<file path="src/inc/ssp_pkg.sv">
// Package of constants and carrier types for the SPI-mode serial port
package ssp_pkg;

  // ==========================================================
  // Register map
  localparam logic [7:0] CTRL_ADDR = 8'h14;
  localparam logic [7:0] STAT_ADDR = 8'h94;
  localparam logic [7:0] DATA_ADDR = 8'h13;
  localparam logic [7:0] CTRL_RESET = 8'h00;
  localparam logic [7:0] STAT_RESET = 8'h00;

  // ==========================================================
  // Field positions
  localparam int CTRL_WRITE_COLLISION_BIT = 7;
  localparam int CTRL_OVF_BIT = 6;
  localparam int CTRL_EN_BIT = 5;
  localparam int CTRL_POL_BIT = 4;
  localparam int STAT_SMP_BIT = 7;
  localparam int STAT_CKE_BIT = 6;
  localparam int STAT_STOP_BIT = 4;
  localparam int STAT_FULL_BIT = 0;

  // ==========================================================
  // Port modes
  localparam logic [3:0] MODE_MASTER_DIV4 = 4'h0;
  localparam logic [3:0] MODE_MASTER_DIV16 = 4'h1;
  localparam logic [3:0] MODE_MASTER_DIV64 = 4'h2;
  localparam logic [3:0] MODE_MASTER_TIMER = 4'h3;
  localparam logic [3:0] MODE_SLAVE_SEL = 4'h4;
  localparam logic [3:0] MODE_SLAVE_NOSEL = 4'h5;

  // ==========================================================
  // Timing: serial clock divisors and derived half periods
  localparam int CLK_HZ = 10_000_000;
  localparam int DIV_FAST = 4;
  localparam int DIV_MID = 16;
  localparam int DIV_SLOW = 64;
  localparam int DIV_W = 5;
  localparam logic [DIV_W-1:0] HALF_FAST = DIV_W'(DIV_FAST / 2 - 1);
  localparam logic [DIV_W-1:0] HALF_MID = DIV_W'(DIV_MID / 2 - 1);
  localparam logic [DIV_W-1:0] HALF_SLOW = DIV_W'(DIV_SLOW / 2 - 1);
  localparam int BITS_PER_BYTE = 8;
  localparam logic [3:0] LAST_BIT = 4'h7;
  localparam logic [4:0] LAST_EDGE = 5'h0f;
  localparam logic [4:0] END_TICK = 5'h10;

  // ==========================================================
  // Types
  typedef enum logic {PH_IDLE, PH_SHIFT} ssp_phase_e;

  typedef struct packed {
    logic [7:0] addr;
    logic [7:0] wdata;
    logic wr;
    logic rd;
  } ssp_bus_req_s;

  typedef struct packed {
    logic sckIn;
    logic sdiIn;
    logic ssNIn;
  } ssp_pin_in_s;

  typedef struct packed {
    logic sckOut;
    logic sckOeN;
    logic sdoOut;
    logic sdoOeN;
  } ssp_pin_out_s;

endpackage

</file>
<file path="src/verilog/ssp_spi_port.sv">
// SPI-mode synchronous serial port: registers, master clocking, slave shifting
`timescale 1ns/100ps
`default_nettype none

module ssp_spi_port (
  // Clock and reset
  input wire logic clock,
  input wire logic reset,
  // Register port
  input wire ssp_pkg::ssp_bus_req_s busReq,
  output logic [7:0] busRdata,
  // Timer output pulse for the timer-derived rate
  input wire logic timerTick,
  // Serial pins
  input wire ssp_pkg::ssp_pin_in_s pinIn,
  output ssp_pkg::ssp_pin_out_s pinOut,
  // Pin ownership and events
  output logic portPinsOwned,
  output logic selectPinOwned,
  output logic portIrqFlag
);

  // ==========================================================
  // State
  typedef struct packed {
    logic sckMeta;
    logic sckSync;
    logic sckPrev;
    logic ssMeta;
    logic ssSync;
    logic sdiMeta;
    logic sdiSync;
    logic writeCollision;
    logic rxOverflow;
    logic portEnable;
    logic clockIdlePol;
    logic [3:0] portMode;
    logic samplePhase;
    logic clockEdgeSel;
    logic stopSeen;
    logic bufFull;
    logic [7:0] dataBuffer;
    logic [7:0] txShift;
    logic [7:0] rxShift;
    logic [3:0] bitCount;
    ssp_pkg::ssp_phase_e phase;
    logic [4:0] edgeTick;
    logic [ssp_pkg::DIV_W-1:0] divCount;
    logic sckLevel;
    logic [7:0] rdata;
    logic byteDone;
    logic [1:0] sampleDly;
    logic [1:0] endDly;
  } ssp_state_s;

  ssp_state_s state_reg;
  ssp_state_s state_next;

  // ==========================================================
  // Decoded modes
  logic isMaster;
  logic isSlave;
  logic selectUsed;
  logic selectHigh;
  logic busy;
  logic [ssp_pkg::DIV_W-1:0] halfLimit;
  logic rateTick;
  logic changeTick;
  logic sampleTick;
  logic sckRise;
  logic sckFall;
  logic leadEdge;
  logic trailEdge;
  logic slaveChange;
  logic slaveSample;

  always_comb begin
    isMaster = state_reg.portEnable && (state_reg.portMode[3:2] == 2'b00);
    isSlave = state_reg.portEnable &&
              ((state_reg.portMode == ssp_pkg::MODE_SLAVE_SEL) ||
               (state_reg.portMode == ssp_pkg::MODE_SLAVE_NOSEL));
    selectUsed = state_reg.portEnable && (state_reg.portMode == ssp_pkg::MODE_SLAVE_SEL);
    selectHigh = selectUsed && state_reg.ssSync;
    busy = (state_reg.phase == ssp_pkg::PH_SHIFT) ||
           (isSlave && (state_reg.bitCount != 4'h0));
    case (state_reg.portMode)
      ssp_pkg::MODE_MASTER_DIV4: begin
        halfLimit = ssp_pkg::HALF_FAST;
      end
      ssp_pkg::MODE_MASTER_DIV16: begin
        halfLimit = ssp_pkg::HALF_MID;
      end
      default: begin
        halfLimit = ssp_pkg::HALF_SLOW;
      end
    endcase
    if (state_reg.portMode == ssp_pkg::MODE_MASTER_TIMER) begin
      rateTick = timerTick;
    end else begin
      rateTick = (state_reg.divCount == halfLimit);
    end
    // Ticks 0..15 are clock edges; even ticks leave idle, odd ones return to it
    changeTick = state_reg.clockEdgeSel ? state_reg.edgeTick[0] : !state_reg.edgeTick[0];
    if (state_reg.samplePhase) begin
      sampleTick = changeTick && (state_reg.edgeTick != 5'h00);
    end else begin
      sampleTick = !changeTick && (state_reg.edgeTick != ssp_pkg::END_TICK);
    end
    // Slave edges come from the synchronised pin, never the first stage
    sckRise = state_reg.sckSync && !state_reg.sckPrev;
    sckFall = !state_reg.sckSync && state_reg.sckPrev;
    leadEdge = state_reg.clockIdlePol ? sckFall : sckRise;
    trailEdge = state_reg.clockIdlePol ? sckRise : sckFall;
    slaveChange = state_reg.clockEdgeSel ? trailEdge : leadEdge;
    slaveSample = state_reg.clockEdgeSel ? leadEdge : trailEdge;
  end

  // ==========================================================
  // Next state
  always_comb begin
    state_next = state_reg;
    state_next.sckMeta = pinIn.sckIn;
    state_next.sckSync = state_reg.sckMeta;
    state_next.sckPrev = state_reg.sckSync;
    state_next.ssMeta = pinIn.ssNIn;
    state_next.ssSync = state_reg.ssMeta;
    state_next.sdiMeta = pinIn.sdiIn;
    state_next.sdiSync = state_reg.sdiMeta;
    state_next.rdata = 8'h00;
    state_next.byteDone = 1'b0;

    // Register reads; the shift registers have no address of their own
    if (busReq.rd) begin
      case (busReq.addr)
        ssp_pkg::CTRL_ADDR: begin
          state_next.rdata = {state_reg.writeCollision, state_reg.rxOverflow,
                              state_reg.portEnable, state_reg.clockIdlePol,
                              state_reg.portMode};
        end
        ssp_pkg::STAT_ADDR: begin
          state_next.rdata = {state_reg.samplePhase, state_reg.clockEdgeSel, 1'b0,
                              state_reg.stopSeen, 3'b000, state_reg.bufFull};
        end
        ssp_pkg::DATA_ADDR: begin
          state_next.rdata = state_reg.dataBuffer;
          state_next.bufFull = 1'b0;
        end
        default: begin
          state_next.rdata = 8'h00;
        end
      endcase
    end

    // Register writes
    if (busReq.wr) begin
      case (busReq.addr)
        ssp_pkg::CTRL_ADDR: begin
          state_next.writeCollision = busReq.wdata[ssp_pkg::CTRL_WRITE_COLLISION_BIT];
          state_next.rxOverflow = busReq.wdata[ssp_pkg::CTRL_OVF_BIT];
          state_next.portEnable = busReq.wdata[ssp_pkg::CTRL_EN_BIT];
          state_next.clockIdlePol = busReq.wdata[ssp_pkg::CTRL_POL_BIT];
          state_next.portMode = busReq.wdata[3:0];
        end
        ssp_pkg::STAT_ADDR: begin
          state_next.samplePhase = busReq.wdata[ssp_pkg::STAT_SMP_BIT];
          state_next.clockEdgeSel = busReq.wdata[ssp_pkg::STAT_CKE_BIT];
        end
        ssp_pkg::DATA_ADDR: begin
          if (busy) begin
            state_next.writeCollision = 1'b1;
          end else begin
            // Transmit side is single buffered: the write lands in both
            state_next.dataBuffer = busReq.wdata;
            state_next.txShift = busReq.wdata;
            if (isMaster) begin
              state_next.phase = ssp_pkg::PH_SHIFT;
              state_next.edgeTick = 5'h00;
              state_next.divCount = '0;
              state_next.bitCount = 4'h0;
            end
          end
        end
        default: begin
        end
      endcase
    end

    // ----------------------------------------------------------
    // Master engine
    // The data-in pin lags two flops, so each sample and the byte end are
    // applied two cycles after their clock tick; at divide by 4 an
    // undelayed sample would catch the previous bit.
    state_next.sampleDly = {state_reg.sampleDly[0], 1'b0};
    state_next.endDly = {state_reg.endDly[0], 1'b0};
    if (state_reg.sampleDly[1]) begin
      state_next.rxShift = {state_reg.rxShift[6:0], state_reg.sdiSync};
      state_next.bitCount = state_reg.bitCount + 1'b1;
    end
    if (state_reg.phase == ssp_pkg::PH_SHIFT) begin
      if (rateTick) begin
        state_next.divCount = '0;
      end else begin
        state_next.divCount = state_reg.divCount + 1'b1;
      end
      if (rateTick && (state_reg.edgeTick <= ssp_pkg::END_TICK)) begin
        state_next.edgeTick = state_reg.edgeTick + 1'b1;
        if (state_reg.edgeTick <= ssp_pkg::LAST_EDGE) begin
          state_next.sckLevel = !state_reg.sckLevel;
        end
        if (sampleTick) begin
          state_next.sampleDly[0] = 1'b1;
        end
        if (changeTick && (state_reg.edgeTick != 5'h00) &&
            (state_reg.edgeTick != ssp_pkg::END_TICK)) begin
          state_next.txShift = {state_reg.txShift[6:0], 1'b0};
        end
        if (state_reg.edgeTick == ssp_pkg::END_TICK) begin
          state_next.endDly[0] = 1'b1;
        end
      end
      if (state_reg.endDly[1]) begin
        // Master always takes the byte: overflow cannot arise here
        state_next.phase = ssp_pkg::PH_IDLE;
        state_next.bitCount = 4'h0;
        state_next.dataBuffer = state_next.rxShift;
        state_next.bufFull = 1'b1;
        state_next.byteDone = 1'b1;
      end
    end else begin
      state_next.divCount = '0;
      state_next.sckLevel = state_next.clockIdlePol;
    end

    // ----------------------------------------------------------
    // Slave engine
    if (isSlave) begin
      if (selectHigh) begin
        state_next.bitCount = 4'h0;
      end else if (slaveSample) begin
        state_next.rxShift = {state_reg.rxShift[6:0], state_reg.sdiSync};
        if (state_reg.bitCount == ssp_pkg::LAST_BIT) begin
          state_next.bitCount = 4'h0;
          state_next.byteDone = 1'b1;
          if (state_next.bufFull) begin
            // New byte is dropped; software must read to avoid this
            state_next.rxOverflow = 1'b1;
          end else begin
            state_next.dataBuffer = {state_reg.rxShift[6:0], state_reg.sdiSync};
            state_next.bufFull = 1'b1;
          end
        end else begin
          state_next.bitCount = state_reg.bitCount + 1'b1;
        end
      end else if (slaveChange && (state_reg.bitCount != 4'h0)) begin
        state_next.txShift = {state_reg.txShift[6:0], 1'b0};
      end
    end

    // ----------------------------------------------------------
    // Port reset on disable or on leaving master mode mid-byte
    if (!state_reg.portEnable) begin
      state_next.bitCount = 4'h0;
      state_next.phase = ssp_pkg::PH_IDLE;
      state_next.stopSeen = 1'b0;
      state_next.sampleDly = 2'b00;
      state_next.endDly = 2'b00;
    end else if (!isMaster && (state_reg.phase == ssp_pkg::PH_SHIFT)) begin
      state_next.phase = ssp_pkg::PH_IDLE;
      state_next.bitCount = 4'h0;
      state_next.sampleDly = 2'b00;
      state_next.endDly = 2'b00;
    end
  end

  // ==========================================================
  // State register
  always_ff @(posedge clock or posedge reset) begin
    if (reset) begin
      state_reg <= '0;
      state_reg.portMode <= ssp_pkg::CTRL_RESET[3:0];
      state_reg.phase <= ssp_pkg::PH_IDLE;
    end else begin
      state_reg <= state_next;
    end
  end

  // ==========================================================
  // Outputs
  always_comb begin
    busRdata = state_reg.rdata;
    pinOut.sckOut = state_reg.sckLevel;
    pinOut.sckOeN = !isMaster;
    pinOut.sdoOut = state_reg.txShift[7];
    // Data-out floats two cycles after slave-select rises, once the select is synchronised, even mid-byte
    pinOut.sdoOeN = !(isMaster || (isSlave && !selectHigh));
    portPinsOwned = state_reg.portEnable;
    selectPinOwned = selectUsed;
    portIrqFlag = state_reg.byteDone;
  end

endmodule

`default_nettype wire
</file>
<file path="config.mk">
export PLATFORM = sky130hd
export DESIGN_NAME = ssp_spi_port
export DESIGN_NICKNAME = d
export VERILOG_FILES = /design/src/inc/ssp_pkg.sv /design/src/verilog/ssp_spi_port.sv
export SDC_FILE = /design/constraint.sdc
export NUM_CORES = 1
export LEC_CHECK = 0
export ABC_AREA = 1
export BUFFER_PORTS_ARGS = -buffer_cell sky130_fd_sc_hd__buf_2
export CORE_MARGIN = 4
export CORE_UTILIZATION = 60
export CTS_CLUSTER_DIAMETER = 30
export DETAILED_ROUTE_END_ITERATION = 6
export HOLD_SLACK_MARGIN = 0.06
export PLACE_DENSITY = 0.81
export SLEW_MARGIN = 30
export SYNTH_ARGS = -nofsm -noshare
export SYNTH_HDL_FRONTEND = slang
export SYNTH_SLANG_ARGS = --single-unit
</file>
<file path="constraint.sdc">
create_clock -name clock -period 4.7 [get_ports clock]
set_input_delay 0.235 -clock clock [delete_from_list [all_inputs] [get_ports clock]]
set_output_delay 0.235 -clock clock [all_outputs]
set_load 0.1 [all_outputs]
</file>
==> impl_metrics.toml, run 1 <==
[outcome]
outcome = "complete, no violations"

[sta]
tightestPinTransition_ns = 0.762
skew_ns = 0.0100
fin_crit_ns = 2.15
finalCritPeriodShare_pct = 45.7
relSlewSlack_pct = 49.0
hold_violations = 0
slew_violations = 0
fin_tns_setup_ns = 0
clock.fmax_mhz = 466
rsz0062_at_grt = "false"
setup_viol = 0

[finish]
antenna_cells = 0
multi_input_area_sq_mm = 0.00167
syn2layout_area_growth_pct = 10.3
n_fill_cell = 481
largest_register_ffs = 55
nNetsFinal = 539
register_area_sq_mm = 0.00178
drive_gt1_share_pct = 15.2

[synth]
synth_area_sq_mm = 0.00379
synth.distinct_cells = 35
ys_seq_area_share_pct = 46.9
ys_ff_latch = 71
syn-num-nets = 508
avgSynthCellArea_sq_um = 7.93
synth_cells = 478
yosys_warnings = 0

[floorplan]
start_util_pct = 62.9
coreArea_sq_mm = 0.00603
ios = 39
fp.dieH_microns = 87.5
chipWidth_microns = 87.5
dieArea_sq_mm = 0.00765
rows = 28

[worst_setup_path]
slowest_delay_ns = 0.45
path_class = "reg2reg"
cp.depth = 9
arrival_ns = 2.38
cp.required_ns = 4.94
cp-end-kind = "register"
path_cells = "nand2_1 > nor2_4 > o21ai_2 > nor2_4 > nand2_2 > nor2_4 > inv_1 > nor2_1 > a21oi_2"
reg2reg_setup_slack_ns = 2.55
start_kind = "register"
critPathTopFamily = "simple AND/OR/NAND/NOR gates"
endpoint = "state_reg[48]"
cp_slowest_cell = "dfrtp_1"
critPathMaxFanout = 21
crit_start = "portPinsOwned"
path_buf_inv = 1
reg2reg_from = "portPinsOwned"
reg2regPathDepth = 9
r2r-end = "state_reg[48]"
cp_common_cell = "nor2_4"

[cts]
ctsHtreeMaxLevel = 3
cts_tree = "done"
postCtsSetupRepairBufs = 0
cts_num_sinks = 71
clockBufferDepth = 2
clk_latency_ns = 0.35
root_buffer = "clkbuf_8"
cts_made_buffers = 9
clk_pin_slew_ns = 0.08

[grt]
grt_pass1_vias = 2876
groute.usage.overall_pct = 23.3
grt.overflow.total = 0
grt_pass1_wl_microns = 13800
antenna_found_initial = 0
grt_max_degree = 72

[detailed_routing]
routed_via_density = 5.36
ant_nets = 0
vias = 3159
drt-total-wl_microns = 8080
post-route-drc-count = 0
dr.first_iter.drc_count = 289
drt-pass1-iter-count = 5
wire_per_inst_microns = 13.7

[placement]
portBuffers = 38
hpwl_microns = 5840
gp_congestion = 0.928

[pwr]
power_mw = 1.24
vdd_drop_max_v = 0.000291
powerDensity_mw_per_mm2 = 297
leakagePower_nw = 2.14

[job]
drv_cap = 0

[worst_hold_path]
hp-class = "in2async"
cell usage after synthesis:
cell type / number / area share (%)
o21a_1: 1 / 0.20
inv_2: 2 / 0.20
a21oi_2: 2 / 0.46
buf_6: 1 / 0.30
buf_2: 7 / 0.92
mux2i_1: 9 / 2.4
nor4_1: 2 / 0.33
o21ai_0: 30 / 4.0
o22ai_1: 2 / 0.33
nand3_2: 2 / 0.53
a21oi_1: 20 / 2.6
o21ai_2: 1 / 0.23
nor2_2: 4 / 0.66
ha_1: 6 / 2.0
dfrtp_1: 71 / 47
o211ai_1: 7 / 1.4
xor2_1: 4 / 0.92
nand4_1: 1 / 0.17
nand2_2: 4 / 0.66
nor2_4: 4 / 1.2
o31ai_1: 1 / 0.20
clkbuf_1: 4 / 0.40
buf_4: 10 / 2.0
a31oi_1: 1 / 0.17
a221oi_1: 3 / 0.69
nor2_1: 43 / 4.3
o21ai_1: 1 / 0.13
and2_1: 1 / 0.17
nand4_2: 1 / 0.33
xnor2_1: 3 / 0.69
nand4_4: 1 / 0.56
inv_1: 55 / 5.4
nand2_1: 132 / 13
o21bai_1: 1 / 0.20
nand3_1: 41 / 5.4
placed cells by master, fill, tap and decap left out, types with 2 or more instances in the layout:
master,Yosys,routed
nor4_1,2,2
inv_2,2,3
o21ai_0,30,30
nor2_1,43,43
xor2_1,4,4
buf_2,7,38
a21oi_2,2,2
inv_1,55,54
a21oi_1,20,20
xnor2_1,3,3
clkbuf_8,0,9
dfrtp_1,71,71
dlygate4sd3_1,0,3
nand3_1,41,40
nor2_2,4,4
o211ai_1,7,7
nand3_2,2,3
a221oi_1,3,3
mux2i_1,9,9
nand2_1,132,132
clkinv_2,0,2
nor2_4,4,4
o22ai_1,2,2
nand2_2,4,4
ha_1,6,6
clkinvlp_4,0,2
tightest hold or removal path, delay by kind of cell:
kind | cells | cell delay, ns
buf+inv | 3 | 0.61
cell families (layout without fill, tap and decap cells):
family,after synthesis,count (layout),synth area share [%]
buffers and inverters,79,115,9.24
xor gates and xnor gates,7,7,1.62
DFF,71,71,46.9
muxes,9,9,2.38
AOI/OAI and AO/OA,70,70,10.6
and+or+nand+nor,236,236,27.3
adders and majority gates,6,6,1.98
routing by layer:
| layer | up-vias | track usage, % | share of wire (%) |
|---|---|---|---|
| met4 | 0 | 8.65 | 2.0 |
| met1 | 1435 | 33.3 | 46 |
| li1 | 1586 | - | - |
| met5 | - | 0 | 0 |
| met3 | 14 | 4.82 | 7.5 |
| met2 | 124 | 34.9 | 44 |
timing repair:
action / in CTS / in global routing
hold buffers: 3 / 0
hold endpoints to repair: 3 / 0
resized for setup: 0 / 0
worst min path at each step:
stage | endpoint | cells after the start
after floorplan | state_next[65] | 0
after global placement | state_reg[67] | 0
after detailed placement | state_reg[67] | 0
after CTS | state_reg[60] | 3
after global routing | state_reg[15] | 3
final | state_reg[15] | 3
layout make-up:
type	count	share of cell area, %
Clock inverter	7	1.74
Timing Repair Buffer	42	5.54
Inverter	57	5.12
Tap cell	75	2.24
Multi-Input combinational cell	328	39.9
Sequential cell	71	42.5
Clock buffer	9	2.96
report_power, final:
part / internal (mW) / total [mW] / switching, mW
sequential: 0.629 / 0.645 / 0.0160
combinational: 0.0310 / 0.107 / 0.0764
clock: 0.246 / 0.490 / 0.244
total: 0.906 / 1.24 / 0.336
metrics by stage:
step	hold slack [ns]	setup slack (ns)	utilization, %	instance area [sq um]	std cells
final	0.0214	2.55	69.4	4180	589
after global routing	0.0739	2.31	69.4	4180	589
after global placement	0.333	2.34	65.5	3950	570
after floorplan	0.266	1.78	-	3790	478
after CTS	0.124	2.31	69.2	4170	589
after detailed placement	0.340	2.27	65.5	3950	570
Power figures use the tool's default switching activity.
==> run 2, diff against run 1 <==
--- a/config.mk
+++ b/config.mk
@@ -8,11 +8,11 @@
 export ABC_AREA = 1
 export BUFFER_PORTS_ARGS = -buffer_cell sky130_fd_sc_hd__buf_2
 export CORE_MARGIN = 4
-export CORE_UTILIZATION = 60
+export CORE_UTILIZATION = 59
 export CTS_CLUSTER_DIAMETER = 30
 export DETAILED_ROUTE_END_ITERATION = 6
 export HOLD_SLACK_MARGIN = 0.06
-export PLACE_DENSITY = 0.81
+export PLACE_DENSITY = 0.8
 export SLEW_MARGIN = 30
 export SYNTH_ARGS = -nofsm -noshare
 export SYNTH_HDL_FRONTEND = slang
==> constraint.sdc (replaced) <==
create_clock -name clock -period 2.22 [get_ports clock]
set_input_delay 0.111 -clock clock [delete_from_list [all_inputs] [get_ports clock]]
set_output_delay 0.111 -clock clock [all_outputs]
set_load 0.1 [all_outputs]
==> run 2 against run 1 <==
Worst hold slack improved by 0.077 ns. Via count grew 3.6%. Clock skew increased by 0.0026 ns. Non-clock buffer count rose by 13. Clock power grew to 2.6 times the previous value. Largest power group unchanged.
==> impl_metrics.toml, run 2 (synthesized netlist as in run 1, its figures left out) <==
[finish]
drive_gt1_share_pct = 15.9
antenna_cells = 0
fin_cells = 602
syn2layout_area_growth_pct = 15.1
mostFrequentLayoutCell = "nand2_1"
final_cell_mix = "nand2_1, dfrtp_1, inv_1"
largest_register_ffs = 55
nNetsFinal = 552

[grt]
groute.usage.overall_pct = 24.8
antenna_found_initial = 0
grt_pass1_wl_microns = 14800
grt_pass1_vias = 3227
grt.overflow.total = 0
grt_max_degree = 41

[worst_setup_path]
reg2regPathDepth = 8
arrival_ns = 2.16
cp-end-kind = "register"
critPathMaxFanout = 4
reg2reg_from = "state_reg[25]"
path_class = "reg2reg"
reg2reg_setup_slack_ns = 0.30
start_kind = "register"
r2r-end = "state_reg[64]"
cp.required_ns = 2.46

[cts]
clockBufferDepth = 2
cts_num_sinks = 71
root_buffer = "clkbuf_8"
cts-resized-gates = 0
cts_tree = "done"
clk_latency_ns = 0.36
ctsHtreeMaxLevel = 3
clk_pin_slew_ns = 0.07
cts_made_buffers = 9

[placement]
portBuffers = 38
pre_cts_slack_ns = 0.426
place_inst = 575
hpwl_microns = 6210
gp_congestion = 0.894

[sta]
hold_violations = 0
rsz0062_at_grt = "false"
slew_violations = 0
setup_viol = 0
fin_tns_setup_ns = 0
worst_slack_ns = 0.298
clock.fmax_mhz = 520
skew_ns = 0.0126
fin_crit_ns = 1.92
finalCritPeriodShare_pct = 86.6
relSlewSlack_pct = 53.3
tightestPinTransition_ns = 0.699

[worst_hold_path]
holdCritStartpoint = "busReq[4]"
hp-class = "in2reg"
holdPathEnd = "state_reg[59]"
holdPathStages = 4

[floorplan]
start_util_pct = 62.6
dieArea_sq_mm = 0.00777
coreArea_sq_mm = 0.00606
ios = 39
fp.dieH_microns = 88.2
rows = 28
chipWidth_microns = 88.2

[detailed_routing]
ant_nets = 0
drt-pass1-iter-count = 5
dr.first_iter.drc_count = 219
vias = 3272
routed_via_density = 5.44
wire_per_inst_microns = 14.5
post-route-drc-count = 0
drt-total-wl_microns = 8700

[pwr]
p_clk_share_pct = 44.2
comb_power_share_pct = 8.5
netSwitchingFraction_pct = 24.1
leakagePower_nw = 2.22
power_switching_mw = 0.696
vdd_drop_max_v = 0.000419
power_frac_seq_pct = 47.3
powerDensity_mw_per_mm2 = 661
p_int_mw = 2.19

[job]
drv_cap = 0

[outcome]
outcome = "complete, no violations"
## run 2: cell count changes in the layout (fill, tap and decap cells not counted), moves of 2 or more
cell and change:
dlygate4sd3_1 +8, bufinv_16 +2, buf_4 +5, clkinvlp_4 -2
## run 2: worst max-delay path: stages, from the launching register on
cell and delay [ns]:
dfrtp_1 0.41, inv_1 0.11, ha_1 0.15, nand3_1 0.16
nand2_1 0.11, nand3_1 0.15, nand3_1 0.11, a21oi_1 0.06
dlygate4sd3_1 0.56
## run 2: per-layer routing
layer,vias to the layer above,share of wire [%],GRT usage (%)
met1,1518,45,32.4
met5,-,0,0
met4,0,3.2,12.4
met3,25,6.4,5.83
li1,1610,-,-
met2,119,46,38.8
## run 2: power groups by stage
stage / logic (mW) / registers (mW) / clock network (mW)
after detailed placement: 0.229 / 1.39 / 0
after global routing: 0.276 / 1.37 / 1.35
final: 0.246 / 1.37 / 1.27
after floorplan: 0.155 / 1.39 / 0
after global placement: 0.224 / 1.39 / 0
after CTS: 0.247 / 1.36 / 1.29
## run 2: cell type report
cell class | instances | area (sq um)
clock buffers | 11 | 141
clock inverters | 5 | 104
fillers | 459 | 1700
inverters | 57 | 214
multi-input cells | 328 | 1670
flip-flops and latches | 71 | 1780
well taps | 75 | 93.8
repair buffers | 55 | 358
## run 2: timing repair
action / CTS / global route
setup buffers: 0 / 0
endpoints found under the hold margin: 40 / 0
hold buffers: 11 / 0
## run 2: worst max-delay path by stage
stage	from	endpoint	slack, ns	cells after the start
2_1_floorplan	reset	portPinsOwned	0.15	1
3_3_place_gp	state_reg[25]	state_reg[48]	0.44	9
3_5_place_dp	state_reg[19]	state_reg[43]	0.43	9
4_1_cts	state_reg[25]	state_reg[64]	0.32	8
5_1_grt	state_reg[25]	state_reg[64]	0.17	8
6_report	state_reg[25]	state_reg[64]	0.30	8
## run 2: per-stage QoR
step	instance area [sq um]	hold WS, ns	utilization [%]	total power [mW]
3_3_place_gp	4010	0.220	66.1	1.61
3_5_place_dp	4010	0.221	66.1	1.62
5_1_grt	4360	0.110	72.0	2.99
2_1_floorplan	3800	0.142	-	1.55
6_report	4360	0.0987	72.0	2.89
4_1_cts	4360	0.0843	72.0	2.91
==> run 3, diff against run 2 <==
--- a/config.mk
+++ b/config.mk
@@ -5,14 +5,14 @@
 export SDC_FILE = /design/constraint.sdc
 export NUM_CORES = 1
 export LEC_CHECK = 0
-export ABC_AREA = 1
 export BUFFER_PORTS_ARGS = -buffer_cell sky130_fd_sc_hd__buf_2
 export CORE_MARGIN = 4
-export CORE_UTILIZATION = 59
+export CORE_UTILIZATION = 58
 export CTS_CLUSTER_DIAMETER = 30
 export DETAILED_ROUTE_END_ITERATION = 6
 export HOLD_SLACK_MARGIN = 0.06
-export PLACE_DENSITY = 0.8
+export PLACE_DENSITY = 0.79
+export SETUP_SLACK_MARGIN = 0.15
 export SLEW_MARGIN = 30
 export SYNTH_ARGS = -nofsm -noshare
 export SYNTH_HDL_FRONTEND = slang
==> run 3 against run 2 <==
Synthesized cell count down 32%. Worst setup slack worse by 0.11 ns. Clock skew decreased by 0.0052 ns. Sequential power barely moved. Worst hold slack worse by 0.019 ns. Critical path depth down 1. Largest cell class unchanged.
==> impl_metrics.toml, run 3 <==
[cts]
clockBufferDepth = 2
cts_tree = "done"
root_buffer = "clkbuf_8"
clk_latency_ns = 0.34
cts_num_sinks = 71
clk_pin_slew_ns = 0.08
cts_made_buffers = 9
ctsHtreeMaxLevel = 3

[sta]
fin_crit_ns = 2.03
hold_violations = 0
finalCritPeriodShare_pct = 91.3
skew_ns = 0.00742
rsz0062_at_grt = "false"
tightestPinTransition_ns = 0.562
slew_violations = 0
relSlewSlack_pct = 62.4
clock.fmax_mhz = 493
setup_viol = 0

[synth]
ys_seq_area_share_pct = 49.4
syn-num-nets = 356
yosysMostFrequentCell = "dfrtp_1"
ys_async_sr_fraction_pct = 100
synth_edf_count = 0
synth_area_leaders = "dfrtp_1, mux2_2, mux2i_1, nor2_1, buf_4"
synth_ff_type = "dfrtp_1"
avgSynthCellArea_sq_um = 11.0
synth_top_area_share_pct = 49.4
yosys_warnings = 0
synth.distinct_cells = 60
synth_common_cells = "dfrtp_1, mux2_2, nor2_1, inv_1, mux2i_1"
synth_top_area_cell = "dfrtp_1"
synth_area_sq_mm = 0.00360
synth_cells = 326
ys_ff_latch = 71

[grt]
grt.overflow.total = 0
grt_max_degree = 72
antenna_found_initial = 0
groute.usage.overall_pct = 23.1
grt_pass1_wl_microns = 13200
grt_pass1_vias = 2677

[worst_setup_path]
path_buf_inv = 1
slowest_delay_ns = 0.43
path_class = "reg2reg"
reg2reg_setup_slack_ns = 0.19
cp-end-kind = "register"
critPathMaxFanout = 4
path_cells = "inv_1 > ha_1 > nor3b_4 > o21bai_4 > or3_1 > and4_4 > a221o_1"
reg2regPathDepth = 7
r2r-end = "state_reg[28]"
cp.required_ns = 2.45
start_kind = "register"
arrival_ns = 2.26
critPathTopFamily = "simple AND/OR/NAND/NOR gates"
reg2reg_from = "state_reg[25]"
cp_slowest_cell = "dfrtp_1"

[floorplan]
dieArea_sq_mm = 0.00752
chipWidth_microns = 86.7
coreArea_sq_mm = 0.00596
ios = 39
start_util_pct = 60.4
fp.dieH_microns = 86.7
rows = 28

[detailed_routing]
wire_per_inst_microns = 17.7
routed_via_density = 6.00
drt-pass1-iter-count = 4
post-route-drc-count = 0
vias = 2794
dr.first_iter.drc_count = 187
drt-total-wl_microns = 8270
ant_nets = 0

[pwr]
powerDensity_mw_per_mm2 = 666
comb_power_share_pct = 7.3
p_int_mw = 2.30
power_switching_mw = 0.633
netSwitchingFraction_pct = 21.6
p_clk_share_pct = 46.8
power_mw = 2.94
power_frac_seq_pct = 45.9
leakagePower_nw = 2.02
vdd_drop_max_v = 0.000471

[finish]
n_fill_cell = 403
nNetsFinal = 416
mostFrequentLayoutCell = "dfrtp_1"
antenna_cells = 0
syn2layout_area_growth_pct = 22.6
largest_register_ffs = 55
fin_cells = 466
drive_gt1_share_pct = 32.5
final_cell_mix = "dfrtp_1, buf_2, mux2_2"

[job]
drv_cap = 0

[placement]
hpwl_microns = 5730
portBuffers = 38
gp_congestion = 0.824
place_inst = 437

[worst_hold_path]
holdPathStages = 2
holdPathEnd = "state_reg[56]"
holdCritStartpoint = "busReq[9]"
hp-class = "in2reg"

[outcome]
outcome = "complete, no violations"
## run 3: cell types whose count changed after synthesis, moves of 18 or more
cell	previous run	this run
inv_1	55	20
mux2_2	0	24
nand2_1	132	17
nand3_1	41	6
nor2_1	43	24
o21ai_0	30	12
## run 3: per-layer routing
layer | up-vias | share of wire, % | GRT usage (%)
met1 | 1364 | 44 | 31.2
met4 | 0 | 2.8 | 12.5
met2 | 111 | 47 | 35.4
met5 | - | 0 | 0
met3 | 21 | 5.9 | 4.28
li1 | 1298 | - | -
## run 3: worst register-to-register path: cells and delay by family, from the launching register on
kind,cells,cell delay [ns]
and+or+nand+nor,3,0.81
AOI/OAI and AO/OA,2,0.46
DFF,1,0.43
adders and majority gates,1,0.14
buffers and inverters,1,0.08
## run 3: area by class of cell
type / count / area [sq um] / area share, %
flip-flops and latches: 71 / 1780 / 40.4
multi-input cells: 216 / 1730 / 39.2
repair buffers: 68 / 463 / 10.5
clock buffers: 11 / 141 / 3.21
clock inverters: 5 / 129 / 2.92
well taps: 75 / 93.8 / 2.13
inverters: 20 / 75.1 / 1.70
## run 3: through the flow
| stage | setup TNS, ns | setup WS, ns | util, % | cell area (sq um) | hold slack, ns |
|---|---|---|---|---|---|
| finish | 0 | 0.193 | 74.0 | 4410 | 0.0797 |
| global route | 0 | 0.122 | 74.0 | 4410 | 0.0663 |
| CTS | 0 | 0.156 | 72.6 | 4320 | 0.0613 |
| detailed placement | -0.253 | -0.0405 | 66.3 | 3950 | 0.220 |
| global placement | 0 | 0.0346 | 66.3 | 3950 | 0.218 |
| floorplan | 0 | 0.103 | - | 3650 | 0.142 |
## run 3: worst max-delay path by stage
stage / depth (start not counted) / slack, ns / endpoint / from
6_report: 7 / 0.19 / state_reg[28] / state_reg[25]
5_1_grt: 7 / 0.12 / state_reg[28] / state_reg[25]
4_1_cts: 6 / 0.16 / state_reg[42] / state_reg[19]
3_5_place_dp: 7 / -0.04 / pinOut[1] / state_reg[25]
3_3_place_gp: 7 / 0.03 / state_reg[28] / state_reg[25]
2_1_floorplan: 5 / 0.10 / state_reg[28] / portPinsOwned
## run 3: repair_timing
item / in CTS / in global routing
endpoints found under the hold margin: 79 / 0
setup buffers: 1 / 4
pin swaps: 0 / 1
endpoints found under the setup margin: 24 / 23
gates cloned: 0 / 0
hold buffers: 8 / 0
resized for setup: 4 / 9
## run 3: cells by family after synthesis
group | after synthesis | share of synthesized area, %
buffers and inverters | 39 | 5.39
DFF | 71 | 49.4
muxes | 43 | 12.8
and+or+nand+nor | 101 | 16.3
xor gates and xnor gates | 5 | 1.43
adders and majority gates | 6 | 2.09
AOI/OAI and AO/OA | 61 | 12.6
## run 3: power groups by stage
stage	Sequential, mW	Clock [mW]	Combinational [mW]
after global routing	1.35	1.47	0.231
final	1.35	1.37	0.215
after detailed placement	1.37	0	0.197
after floorplan	1.37	0	0.119
after CTS	1.35	1.40	0.211
after global placement	1.37	0	0.194
